$ cat src/hdl/aux_pin_consts.svh
`ifndef AUX_PIN_CONSTS_SVH
`define AUX_PIN_CONSTS_SVH
// register byte offsets on the bus
`define AUX_OFS_DIR       8'h00
`define AUX_OFS_IN        8'h04
`define AUX_OFS_OUT       8'h08
`define AUX_OFS_DRIVE     8'h0c
`define AUX_OFS_FUNC      8'h10
`define AUX_OFS_ISTAT     8'h14
`define AUX_OFS_IMASK     8'h18
`define AUX_OFS_CHAN      8'h1c
// reset values
`define AUX_RST_DIR       8'hff
`define AUX_RST_OUT       8'h00
`define AUX_RST_DRIVE     8'h00
`define AUX_RST_FUNC      6'h00
`define AUX_RST_ISTAT     2'h0
`define AUX_RST_IMASK     2'h3
// function register bit positions
`define AUX_FN_PIN5SEL    0
`define AUX_FN_CLKSRC     1
`define AUX_FN_TRIGA      2
`define AUX_FN_TRIGB      3
`define AUX_FN_PIN7SG     4
`define AUX_FN_PIN4MB     5
`define AUX_FN_W          6
// pin numbers with special duties
`define AUX_PIN_MULTIFRAME_BIT_PIN      4
`define AUX_PIN_CLK       5
`define AUX_PIN_IRQA      6
`define AUX_PIN_IRQB      7
// highest channel usable with the slow data clock
`define AUX_CHAN_SLOW_MAX 3'h2
`endif

$ cat src/hdl/aux_pin_pkg.sv
package aux_pin_pkg;
  // operating mode of the device, one-hot
  typedef enum logic [4:0] {
    MODE_TE    = 5'h01,
    MODE_LTT   = 5'h02,
    MODE_LTS   = 5'h04,
    MODE_NT    = 5'h08,
    MODE_INTNT = 5'h10
  } opMode_type;

  // classic wishbone request from the master
  typedef struct packed {
    logic        cyc;
    logic        stb;
    logic        we;
    logic [7:0]  adr;
    logic [3:0]  sel;
    logic [31:0] dat;
  } wbReq_type;

  // pad signals of the eight auxiliary pins
  typedef struct packed {
    logic [7:0] o;
    logic [7:0] oe;
  } padOut_type;
endpackage : aux_pin_pkg

$ cat src/hdl/aux_pin_controller.sv
`timescale 1ns/1ps
`include "aux_pin_consts.svh"

// Functional notes
// - all pins are inputs after reset
// - mode picks gpio or channel-strap pins 0-2
// - direction bit 1 input, read samples level
// - output register drives output pins promptly
// - drive bit 0 open drain, 1 push-pull
// - input read returns real level of outputs
// - pin5 function bit selects clock output
// - clock source bit picks sync or bit clock
// - pins 6,7 gpio, interrupts masked after reset
// - input pins 6,7 set masked status bits
// - each interrupt input edge or level triggered
// - pull-up on 6,7 unless push-pull output
// - pin7 select bit outputs stop/go bit
// - pin4 select bit gives multiframe bit use
// - multiframe pin direction follows operating mode
// - three straps form binary channel number
// - slow data clock allows channels 0-2 only
// - channel number offsets serial timeslot choices
// - frame carries up to eight channels
module aux_pin_controller
  import aux_pin_pkg::*;
(
  input  wire logic                   sys_clk,
  input  wire logic                   rst_n,
  input  wire aux_pin_pkg::wbReq_type wbReq,
  output logic                        wbAck,
  output logic [31:0]                 wbDatO,
  input  wire aux_pin_pkg::opMode_type opMode,
  input  wire logic [7:0]             padIn,
  output aux_pin_pkg::padOut_type     padOut,
  output logic [1:0]                  pullUpEn,
  input  wire logic                   serialDataClock,
  input  wire logic                   frameSync,
  input  wire logic                   dataClockFast,
  input  wire logic                   stopGoBit,
  input  wire logic                   mbitTx,
  output logic                        mbitRx,
  output logic [2:0]                  chanSel,
  output logic                        chanBad,
  output logic                        irq
);
  import aux_pin_pkg::*;

  // whole module state
  typedef struct packed {
    logic [7:0]           dir;
    logic [7:0]           outv;
    logic [7:0]           drv;
    logic [`AUX_FN_W-1:0] func;
    logic [1:0]           stat;
    logic [1:0]           mask;
    logic [7:0]           pinS1;
    logic [7:0]           pinS2;
    logic [1:0]           irqPrev;
    logic                 dclS1;
    logic                 dclS2;
    logic                 dclPrev;
    logic                 fsS1;
    logic                 fsS2;
    logic                 bitClk;
    logic [7:0]           padO;
    logic [7:0]           padOe;
    logic [1:0]           pull;
    logic                 mbitIn;
    logic [2:0]           chan;
    logic                 chanErr;
    logic                 irqOut;
    logic                 ack;
    logic [31:0]          rdat;
  } state_type;

  // registered state and the value it takes at the next edge
  state_type s_q;
  state_type s_d;

  // per-cycle helpers, all given a value at the top of the comb process
  logic       access;
  logic       wrEn;
  logic [7:0] wdat;
  logic [1:0] irqSet;
  logic [1:0] irqClr;
  logic [1:0] irqLvl;
  logic [1:0] drvPair;
  logic       strapMode;
  logic       mbitOutMode;
  logic       clkOut;

  // address match for one register
  function automatic logic hit(input logic [7:0] adr,
                               input logic [7:0] ofs);
    hit = (adr[7:2] == ofs[7:2]);
  endfunction : hit

  // pad output and enable for a gpio pin: {oe, o}
  function automatic logic [1:0] padDrive(input logic isIn,
                                          input logic val,
                                          input logic pushPull);
    logic [1:0] r;
    r = 2'h0;
    if (!isIn) begin
      if (pushPull) begin
        r = {1'b1, val};
      end else begin
        // open drain only pulls low, high is left to pull-ups
        r = {~val, 1'b0};
      end
    end
    padDrive = r;
  endfunction : padDrive

  // pull-up wanted on an interrupt pin: input or open-drain output
  function automatic logic pullWanted(input logic isIn,
                                      input logic pushPull);
    pullWanted = isIn | ~pushPull;
  endfunction : pullWanted

  // the pin 6/7 slices assume neighbouring interrupt pins; a moved
  // constant would scramble the status bits, so refuse it early
  if (`AUX_PIN_IRQB != `AUX_PIN_IRQA + 1) begin : g_irq_pins_bad
    $error("interrupt pins must be neighbours");
  end
  // every select bit must lie inside the function field
  if (`AUX_FN_PIN4MB >= `AUX_FN_W) begin : g_fn_width_bad
    $error("function field narrower than its select bits");
  end
  // the interrupt pins must be among the eight pads
  if (`AUX_PIN_IRQB > 7) begin : g_pin_range_bad
    $error("special pin number beyond the pad count");
  end

  // next-state logic
  always_comb begin
    // start from the held state, helpers cleared
    s_d = s_q;
    access = wbReq.cyc & wbReq.stb & ~s_q.ack;
    wrEn = access & wbReq.we & wbReq.sel[0];
    wdat = wbReq.dat[7:0];
    irqSet = 2'h0;
    irqClr = 2'h0;
    irqLvl = 2'h0;
    drvPair = 2'h0;
    strapMode = 1'b0;
    mbitOutMode = 1'b0;
    clkOut = 1'b0;

    // pin and clock synchronisers
    s_d.pinS1 = padIn;
    s_d.pinS2 = s_q.pinS1;
    s_d.dclS1 = serialDataClock;
    s_d.dclS2 = s_q.dclS1;
    s_d.dclPrev = s_q.dclS2;
    s_d.fsS1 = frameSync;
    s_d.fsS2 = s_q.fsS1;

    // bit clock is the data clock halved, taken on its rising edges
    if (s_q.dclS2 && !s_q.dclPrev) begin
      s_d.bitClk = ~s_q.bitClk;
    end
    // source select: 0 frame sync, 1 bit clock
    if (s_q.func[`AUX_FN_CLKSRC]) begin
      clkOut = s_q.bitClk;
    end else begin
      clkOut = s_q.fsS2;
    end

    // mode decode
    case (opMode)
      MODE_TE: begin
        strapMode = 1'b0;
        mbitOutMode = 1'b1;
      end
      MODE_LTT: begin
        strapMode = 1'b1;
        mbitOutMode = 1'b1;
      end
      MODE_LTS: begin
        strapMode = 1'b1;
        mbitOutMode = 1'b0;
      end
      MODE_NT: begin
        strapMode = 1'b1;
        mbitOutMode = 1'b0;
      end
      MODE_INTNT: begin
        strapMode = 1'b0;
        mbitOutMode = 1'b0;
      end
      default: begin
        // unknown code: behave as the gpio-only mode, no outputs forced
        strapMode = 1'b0;
        mbitOutMode = 1'b0;
      end
    endcase

    // general pin drive from the software registers
    for (int i = 0; i < 8; i++) begin
      drvPair = padDrive(s_q.dir[i], s_q.outv[i], s_q.drv[i]);
      s_d.padOe[i] = drvPair[1];
      s_d.padO[i] = drvPair[0];
    end

    // strap pins are inputs whatever the registers say
    if (strapMode) begin
      s_d.padOe[2:0] = 3'h0;
      s_d.padO[2:0] = 3'h0;
    end

    // multiframe bit overrides the gpio setup of pin 4
    s_d.mbitIn = 1'b0;
    if (s_q.func[`AUX_FN_PIN4MB]) begin
      if (mbitOutMode) begin
        s_d.padOe[`AUX_PIN_MULTIFRAME_BIT_PIN] = 1'b1;
        s_d.padO[`AUX_PIN_MULTIFRAME_BIT_PIN] = mbitTx;
      end else begin
        s_d.padOe[`AUX_PIN_MULTIFRAME_BIT_PIN] = 1'b0;
        s_d.padO[`AUX_PIN_MULTIFRAME_BIT_PIN] = 1'b0;
        s_d.mbitIn = s_q.pinS2[`AUX_PIN_MULTIFRAME_BIT_PIN];
      end
    end

    // clock-derived output on pin 5, driven push-pull
    if (s_q.func[`AUX_FN_PIN5SEL]) begin
      s_d.padOe[`AUX_PIN_CLK] = 1'b1;
      s_d.padO[`AUX_PIN_CLK] = clkOut;
    end

    // stop/go bit on pin 7, driven push-pull
    if (s_q.func[`AUX_FN_PIN7SG]) begin
      s_d.padOe[`AUX_PIN_IRQB] = 1'b1;
      s_d.padO[`AUX_PIN_IRQB] = stopGoBit;
    end

    // pull-ups on pins 6 and 7 off only for push-pull drive
    s_d.pull[0] = pullWanted(s_q.dir[`AUX_PIN_IRQA],
                             s_q.drv[`AUX_PIN_IRQA]);
    // stop/go use drives pin 7 push-pull, so its pull-up goes off too
    s_d.pull[1] = pullWanted(s_q.dir[`AUX_PIN_IRQB],
                             s_q.drv[`AUX_PIN_IRQB]) &
                  ~s_q.func[`AUX_FN_PIN7SG];

    // interrupt inputs: active low, edge mode on the falling edge
    irqLvl = s_q.pinS2[`AUX_PIN_IRQB:`AUX_PIN_IRQA];
    s_d.irqPrev = irqLvl;
    for (int k = 0; k < 2; k++) begin
      if (s_q.func[`AUX_FN_TRIGA + k]) begin
        irqSet[k] = ~irqLvl[k];
      end else begin
        irqSet[k] = s_q.irqPrev[k] & ~irqLvl[k];
      end
    end
    // only a pin set as input may raise its flag
    irqSet[0] = irqSet[0] & s_q.dir[`AUX_PIN_IRQA];
    // pin 7 carrying stop/go is an output whatever its direction bit
    irqSet[1] = irqSet[1] & s_q.dir[`AUX_PIN_IRQB] &
                ~s_q.func[`AUX_FN_PIN7SG];

    // strapped channel number, bit 2 most significant
    if (strapMode) begin
      s_d.chan = s_q.pinS2[2:0];
    end else begin
      s_d.chan = 3'h0;
    end
    // eight channels per frame, but the slow clock carries three
    s_d.chanErr = strapMode & ~dataClockFast &
                  (s_q.pinS2[2:0] > `AUX_CHAN_SLOW_MAX);

    // register writes
    if (wrEn) begin
      if (hit(wbReq.adr, `AUX_OFS_DIR)) begin
        s_d.dir = wdat;
      end
      if (hit(wbReq.adr, `AUX_OFS_OUT)) begin
        s_d.outv = wdat;
      end
      if (hit(wbReq.adr, `AUX_OFS_DRIVE)) begin
        s_d.drv = wdat;
      end
      if (hit(wbReq.adr, `AUX_OFS_FUNC)) begin
        s_d.func = wdat[`AUX_FN_W-1:0];
      end
      if (hit(wbReq.adr, `AUX_OFS_ISTAT)) begin
        irqClr = wdat[1:0];
      end
      if (hit(wbReq.adr, `AUX_OFS_IMASK)) begin
        s_d.mask = wdat[1:0];
      end
    end

    // sticky status, a new event beats a clear in the same cycle
    s_d.stat = (s_q.stat & ~irqClr) | irqSet;
    // mask bit 1 blocks the interrupt
    s_d.irqOut = |(s_d.stat & ~s_d.mask);

    // bus answer one cycle after the request, then dropped
    s_d.ack = access;
    s_d.rdat = 32'h0;
    if (access && !wbReq.we) begin
      if (hit(wbReq.adr, `AUX_OFS_DIR)) begin
        s_d.rdat[7:0] = s_q.dir;
      end else if (hit(wbReq.adr, `AUX_OFS_IN)) begin
        // real pad level, outputs included
        s_d.rdat[7:0] = s_q.pinS2;
      end else if (hit(wbReq.adr, `AUX_OFS_OUT)) begin
        s_d.rdat[7:0] = s_q.outv;
      end else if (hit(wbReq.adr, `AUX_OFS_DRIVE)) begin
        s_d.rdat[7:0] = s_q.drv;
      end else if (hit(wbReq.adr, `AUX_OFS_FUNC)) begin
        s_d.rdat[`AUX_FN_W-1:0] = s_q.func;
      end else if (hit(wbReq.adr, `AUX_OFS_ISTAT)) begin
        s_d.rdat[1:0] = s_q.stat;
      end else if (hit(wbReq.adr, `AUX_OFS_IMASK)) begin
        s_d.rdat[1:0] = s_q.mask;
      end else if (hit(wbReq.adr, `AUX_OFS_CHAN)) begin
        // timeslot offset handed to the serial-bus registers
        s_d.rdat[3:0] = {s_q.chanErr, s_q.chan};
      end else begin
        s_d.rdat = 32'h0;
      end
    end
  end

  // state register; reset leaves every pin undriven
  always_ff @(posedge sys_clk or negedge rst_n) begin
    if (!rst_n) begin
      // software registers
      s_q.dir     <= `AUX_RST_DIR;
      s_q.outv    <= `AUX_RST_OUT;
      s_q.drv     <= `AUX_RST_DRIVE;
      s_q.func    <= `AUX_RST_FUNC;
      s_q.stat    <= `AUX_RST_ISTAT;
      s_q.mask    <= `AUX_RST_IMASK;

      // pad synchronisers idle at the pulled-up level, clock ones low, no false edge
      s_q.pinS1   <= 8'hff;
      s_q.pinS2   <= 8'hff;
      s_q.irqPrev <= 2'h3;
      s_q.dclS1   <= 1'b0;
      s_q.dclS2   <= 1'b0;
      s_q.dclPrev <= 1'b0;
      s_q.fsS1    <= 1'b0;
      s_q.fsS2    <= 1'b0;
      s_q.bitClk  <= 1'b0;

      // registered outputs
      s_q.padO    <= 8'h00;
      s_q.padOe   <= 8'h00;
      s_q.pull    <= 2'h3;
      s_q.mbitIn  <= 1'b0;
      s_q.chan    <= 3'h0;
      s_q.chanErr <= 1'b0;
      s_q.irqOut  <= 1'b0;
      s_q.ack     <= 1'b0;
      s_q.rdat    <= 32'h0;
    end else begin
      s_q <= s_d;
    end
  end

  // outputs straight from the state register
  assign wbAck     = s_q.ack;
  assign wbDatO    = s_q.rdat;
  assign padOut.o  = s_q.padO;
  assign padOut.oe = s_q.padOe;
  assign pullUpEn  = s_q.pull;
  assign mbitRx    = s_q.mbitIn;
  assign chanSel   = s_q.chan;
  assign chanBad   = s_q.chanErr;
  assign irq       = s_q.irqOut;
endmodule : aux_pin_controller

$ cat config.mk
export PLATFORM = sky130hd
export DESIGN_NAME = aux_pin_controller
export DESIGN_NICKNAME = d
export VERILOG_FILES = /design/src/hdl/aux_pin_pkg.sv /design/src/hdl/aux_pin_controller.sv
export VERILOG_INCLUDE_DIRS = /design/src /design/src/hdl
export SDC_FILE = /design/constraint.sdc
export NUM_CORES = 1
export LEC_CHECK = 0
export ABC_CLOCK_PERIOD_IN_PS = 4500
export BUFFER_PORTS_ARGS = -buffer_cell sky130_fd_sc_hd__buf_2
export CAP_MARGIN = 20
export CORE_MARGIN = 8
export CORE_UTILIZATION = 55
export DETAILED_ROUTE_END_ITERATION = 12
export GPL_ROUTABILITY_DRIVEN = 0
export PLACE_DENSITY = 0.85
export SKIP_LAST_GASP = 1
export SYNTH_ARGS = -nofsm -noshare
export SYNTH_HDL_FRONTEND = slang
export SYNTH_SLANG_ARGS = --single-unit
$ cat constraint.sdc
create_clock -name sys_clk -period 4.5 [get_ports sys_clk]
set_input_delay 0.45 -clock sys_clk [delete_from_list [all_inputs] [get_ports sys_clk]]
set_output_delay 0.45 -clock sys_clk [all_outputs]
set_load 0.005 [all_outputs]
Word-level counts from Yosys, hierarchy flattened
Index checks and enable logic that the tools add are counted.

Bits in registers: 115. Latch bits: 0. Bits in writable memories: 0. Memory bits (read-only): 0. Input bits: 67. Output and inout port bits: 57. Word-level logic and storage cells: 133. Memories kept: 0.

Add/subtract/negate cells: 0. Multipliers: 0. Divide/modulo/power cells: 0. Magnitude comparators: 1. Eq/ne operators: 11. Shift operators: 0. Multiplexer cells: 50. Bitwise gates (word level): 35. Reduce and logical (&&, ||, !) cells: 12.

Operators by type and width (count): two-way mux 2 bit (24); two-way mux 32 bit (1); two-way mux 8 bit (4); equality test 6 x 3 -> 1 bit, second input constant (4); two-way mux 24 bit (1); inverter 1 bit (16); two-way mux 1 bit (15); bitwise AND 1 bit (12); equality test 6 x 2 -> 1 bit, second input constant (2); two-way mux 3 bit (3); AND reduction 2 bit (4); equality test 6 x 1 -> 1 bit, second input constant (1); logical NOT 6 bit (1); two-way mux 6 bit (1); equality test 5 x 1 -> 1 bit, second input constant (1); equality test 5 x 2 -> 1 bit, second input constant (1); equality test 5 x 3 -> 1 bit, second input constant (1); equality test 5 x 4 -> 1 bit, second input constant (1); bitwise AND 2 bit (2); two-way mux 4 bit (1); inverter 2 bit (2); OR reduction 2 bit (2); greater-than comparator 3 x 2 -> 1 bit, second input constant (1); OR reduction 3 bit (1); 4 further kinds (7).

Depth between registers and ports, before layout
Depth in word-level cells: 10. Mapped depth: 6. Depth with buffers taken out: 5.

Worst setup path after synthesis
OpenSTA, ideal clock, no wires.

Kind: input-to-reg. Start: input port wbReq[41] (netlist bit). End: register s_q[91] (netlist bit). Library setup time: 0.125 ns. Arrival time: 1.816 ns. Required time: 4.375 ns. Slack: 2.559 ns. Cell stages on the path: 4. Path buffers: 1. Cells stage by stage: or4_1 -> clkbuf_2 -> nor3_4 -> mux2_2.

Word-level cells in the longest chain between the ends: 2.

RTL lines: from (decl) (RTL line aux_pin_controller.sv:29) `input wire aux_pin_pkg::wbReq_type wbReq,`; equality test 6 x 2 -> 1 bit (RTL line aux_pin_controller.sv:95) `hit = (adr[7:2] == ofs[7:2]);`; AND reduction 2 bit (no source line); to (decl) (RTL line aux_pin_controller.sv:77) `state_type s_q;`.

No other way between the ends. A chain may end at the register's enable or synchronous reset.

Worst setup path in the final report
Start: register s_q (netlist bit wbAck). End: register s_q[95] (netlist bit).

Word-level cells in the longest chain between the ends: 5.

RTL lines: inverter 1 bit (RTL line aux_pin_controller.sv:139) `access = wbReq.cyc & wbReq.stb & ~s_q.ack;`; bitwise AND 1 bit (RTL line aux_pin_controller.sv:139); net access (RTL line aux_pin_controller.sv:81) `logic access;`; bitwise AND 1 bit (2 in a row) (RTL line aux_pin_controller.sv:140) `wrEn = access & wbReq.we & wbReq.sel[0];`; AND reduction 2 bit (no source line).

The timed path passes the listed nets, and every way through them passes these cells.

==> run metrics <==
library cells used by synthesis 45; I/O pin total 124; Worst Path Required 4.73 ns; maxcap violations 0; effective utilization at floorplan 56.57%; LEAKAGE 2.104 nW; Sw Ratio 24.73%; H-tree depth 3; Clock Path Buffers 2; GR Layer Usage met3 5.858%; Hold Path Depth 1; Worst Setup Start Kind register; DR pass1 iterations 4; P_sw 368.2 uW; Root Driver clkbuf_8; Ys Warns 0; most common cell in the netlist dfrtp_1; Routed wire per std cell 17.31 um; pre-CTS setup slack 2.088 ns; die width 102.1 um; # DRC 0; Worst path max stage delay 0.61 ns; Max stage delay cell, worst path nor3_4; largest area contributor in the netlist dfrtp_1; placed wire-length estimate 6.058 mm; status completed; Cells after Synth 327; Multi-input gate area 0.001353 mm^2; RSZ-0062 raised after global routing no; met2 GRT Util 26.89%; chip height 102.1 um; max-slew violation count 0; FF-to-FF End s_q[95]$_DFFE_PN0P_; first-pass GRT wire length 12.91 mm; worst min path class input port to register; vias in the first global route 2558; hold endpoint s_d[68]$_DFF_PN1_; Fin. Hold Viols 0; cells on worst reg2reg path 5; Cell Pwr Density 336.3 mW/mm^2; Min Hold Slack 0.1815 ns; Final Core Density 61.38%; setup ws final 2.403 ns; grt peak-use layer met2; DR iter-0 viols 130; Buf/Inv on CP 1; fill count 584; top cells by count, synth dfrtp_1 (61), buf_4 (53), mux2_2 (31); die area 0.01043 mm^2; TritonCTS clock tree built; crit share post-route 46.61%; Via density 5.218; Worst R2R Start wbAck$_DFF_PN0_; crit path cell chain nand3b_4, inv_1, nand3_1, nor3_4, mux2_2; clock power share 33.8%; GRT Total Usage 16.49%; clk_skew 0.01135 ns; Crit path max-delay family simple AND/OR/NAND/NOR gates; Synth async-reset ratio 100.0%; Worst-Margin Slew 0.9034 ns; Clock Latency Late Sink 0.36 ns; EDFF count, synth 0; fmax 0.4768 GHz; Hold Path Origin padIn[3]; Worst Setup End Kind register; DRT Wirelength 8.257 mm; Worst-path clk slew 0.09 ns; R2R Setup Slk 2.40 ns; initial antenna violation count 0; M1 GR Usage 19.89%; largest net degree at the start of global routing 92; critical path class register to register; post-route minimum period 2.097 ns; Inserted Diodes 0; # Post-CTS Setup Buffers 0; share of layout cells above drive strength 1 42.59%; Reg area 0.002315 mm^2; top_reg_cell synth dfrtp_1; Final Setup Violations 0; vias 2489; P_int 1.121 mW; Critical Path Stages 5; Synth top area share 37.40%; number of CTS-inserted buffers 9; standard-cell rows 31; Synth Cell Area 0.004081 mm^2; area grow syn2layout 8.492%; nets 440; slew margin rel. 39.51%; Worst EP arrival 2.33 ns; Area contributors post-synth dfrtp_1 (37%), dfstp_2 (19%), buf_4 (9.7%); Worst VDD drop 0.0002763 V; cts repair resizes 0; Placeable Area 0.007214 mm^2; mean area per synthesized cell 12.48 um^2; global route total overflow 0; Yosys reg bits 91; Seq/Total Area, Yosys 56.71%; clk sink count 91; Seq pwr share 58.5%; Comb pwr share 7.7%; post-route ant nets 0; CP Max Fanout 8; port bufs 70; setup TNS 0 ns
cell families after synthesis:
kind of cell | after synthesis | share of synthesized area, %
xor+xnor | 3 | 0.6439
other cells | 1 | 0.09188
compound gates | 43 | 7.143
buf+inv | 77 | 12.26
mux | 43 | 12.72
flops | 91 | 56.71
simple gates | 69 | 10.42
stage by stage:
stage | instance area, um^2 | power [mW] | instances
floorplan | 4168 | 0.9591 | 350
global placement | 4208 | 0.9919 | 459
detailed placement | 4208 | 0.9969 | 459
CTS | 4390 | 1.500 | 475
global route | 4428 | 1.551 | 477
finish | 4428 | 1.489 | 477
power by group through the flow:
stage,logic [mW],clock network [mW],registers [mW]
floorplan,0.0780,0,0.881
global placement,0.107,0,0.885
detailed placement,0.110,0,0.886
CTS,0.111,0.517,0.872
global route,0.128,0.548,0.875
finish,0.114,0.504,0.871
cells in the final DEF (no fill, tap or decap), types with 6 or more instances in the layout:
cell / Yosys / routed
clkbuf_8: 0 / 10
nand2_1: 19 / 19
inv_1: 17 / 17
a21oi_1: 18 / 18
mux2_2: 31 / 31
dfrtp_1: 61 / 61
nor2_1: 19 / 19
buf_2: 3 / 69
conb_1: 1 / 24
dfstp_2: 30 / 30
nand2b_1: 6 / 6
mux2i_1: 8 / 8
per-layer routing:
metal  vias to the layer above  routed length, um
met5                         -                  0
met4                         0                150
met3                        11                582
met2                        86               4154
met1                      1247               3370
li1                       1145                  -
how the worst max path moves through the flow:
stage	from	to	slack, ns
5_1_grt	wbAck$_DFF_PN0_	s_q[105]$_DFFE_PN0P_	2.32
4_1_cts	wbAck$_DFF_PN0_	s_q[95]$_DFFE_PN0P_	2.40
3_3_place_gp	wbReq[41]	s_q[108]$_DFFE_PN1P_	2.06
2_1_floorplan	wbReq[41]	s_q[91]$_DFFE_PN0P_	2.56
3_5_place_dp	wbReq[41]	s_q[113]$_DFFE_PN1P_	2.09
6_report	wbAck$_DFF_PN0_	s_q[95]$_DFFE_PN0P_	2.40
cell type report:
type,count,share of cell area (%)
Multi-Input combinational cell,182,30.55
Inverter,17,1.441
Timing Repair Buffer,72,8.816
Clock inverter,6,1.017
Sequential cell,91,52.27
Clock buffer,10,3.108
Tap cell,99,2.797
what timing repair did:
item | CTS | global route
hold endpoints to repair | 0 | 13
hold buffers | 0 | 1
endpoints found under the setup margin | 0 | 0
sequential cells by signal, indices dropped and copies added, names as in the netlist:
signal / flops
chanBad: 1
chanSel: 3
irq: 1
irqLvl: 2
mbitRx: 1
padOut: 16
pullUpEn: 2
s_d: 11
s_q: 45
wbAck: 1
wbDatO: 8
Note: power is estimated with default switching activity, not from simulation.
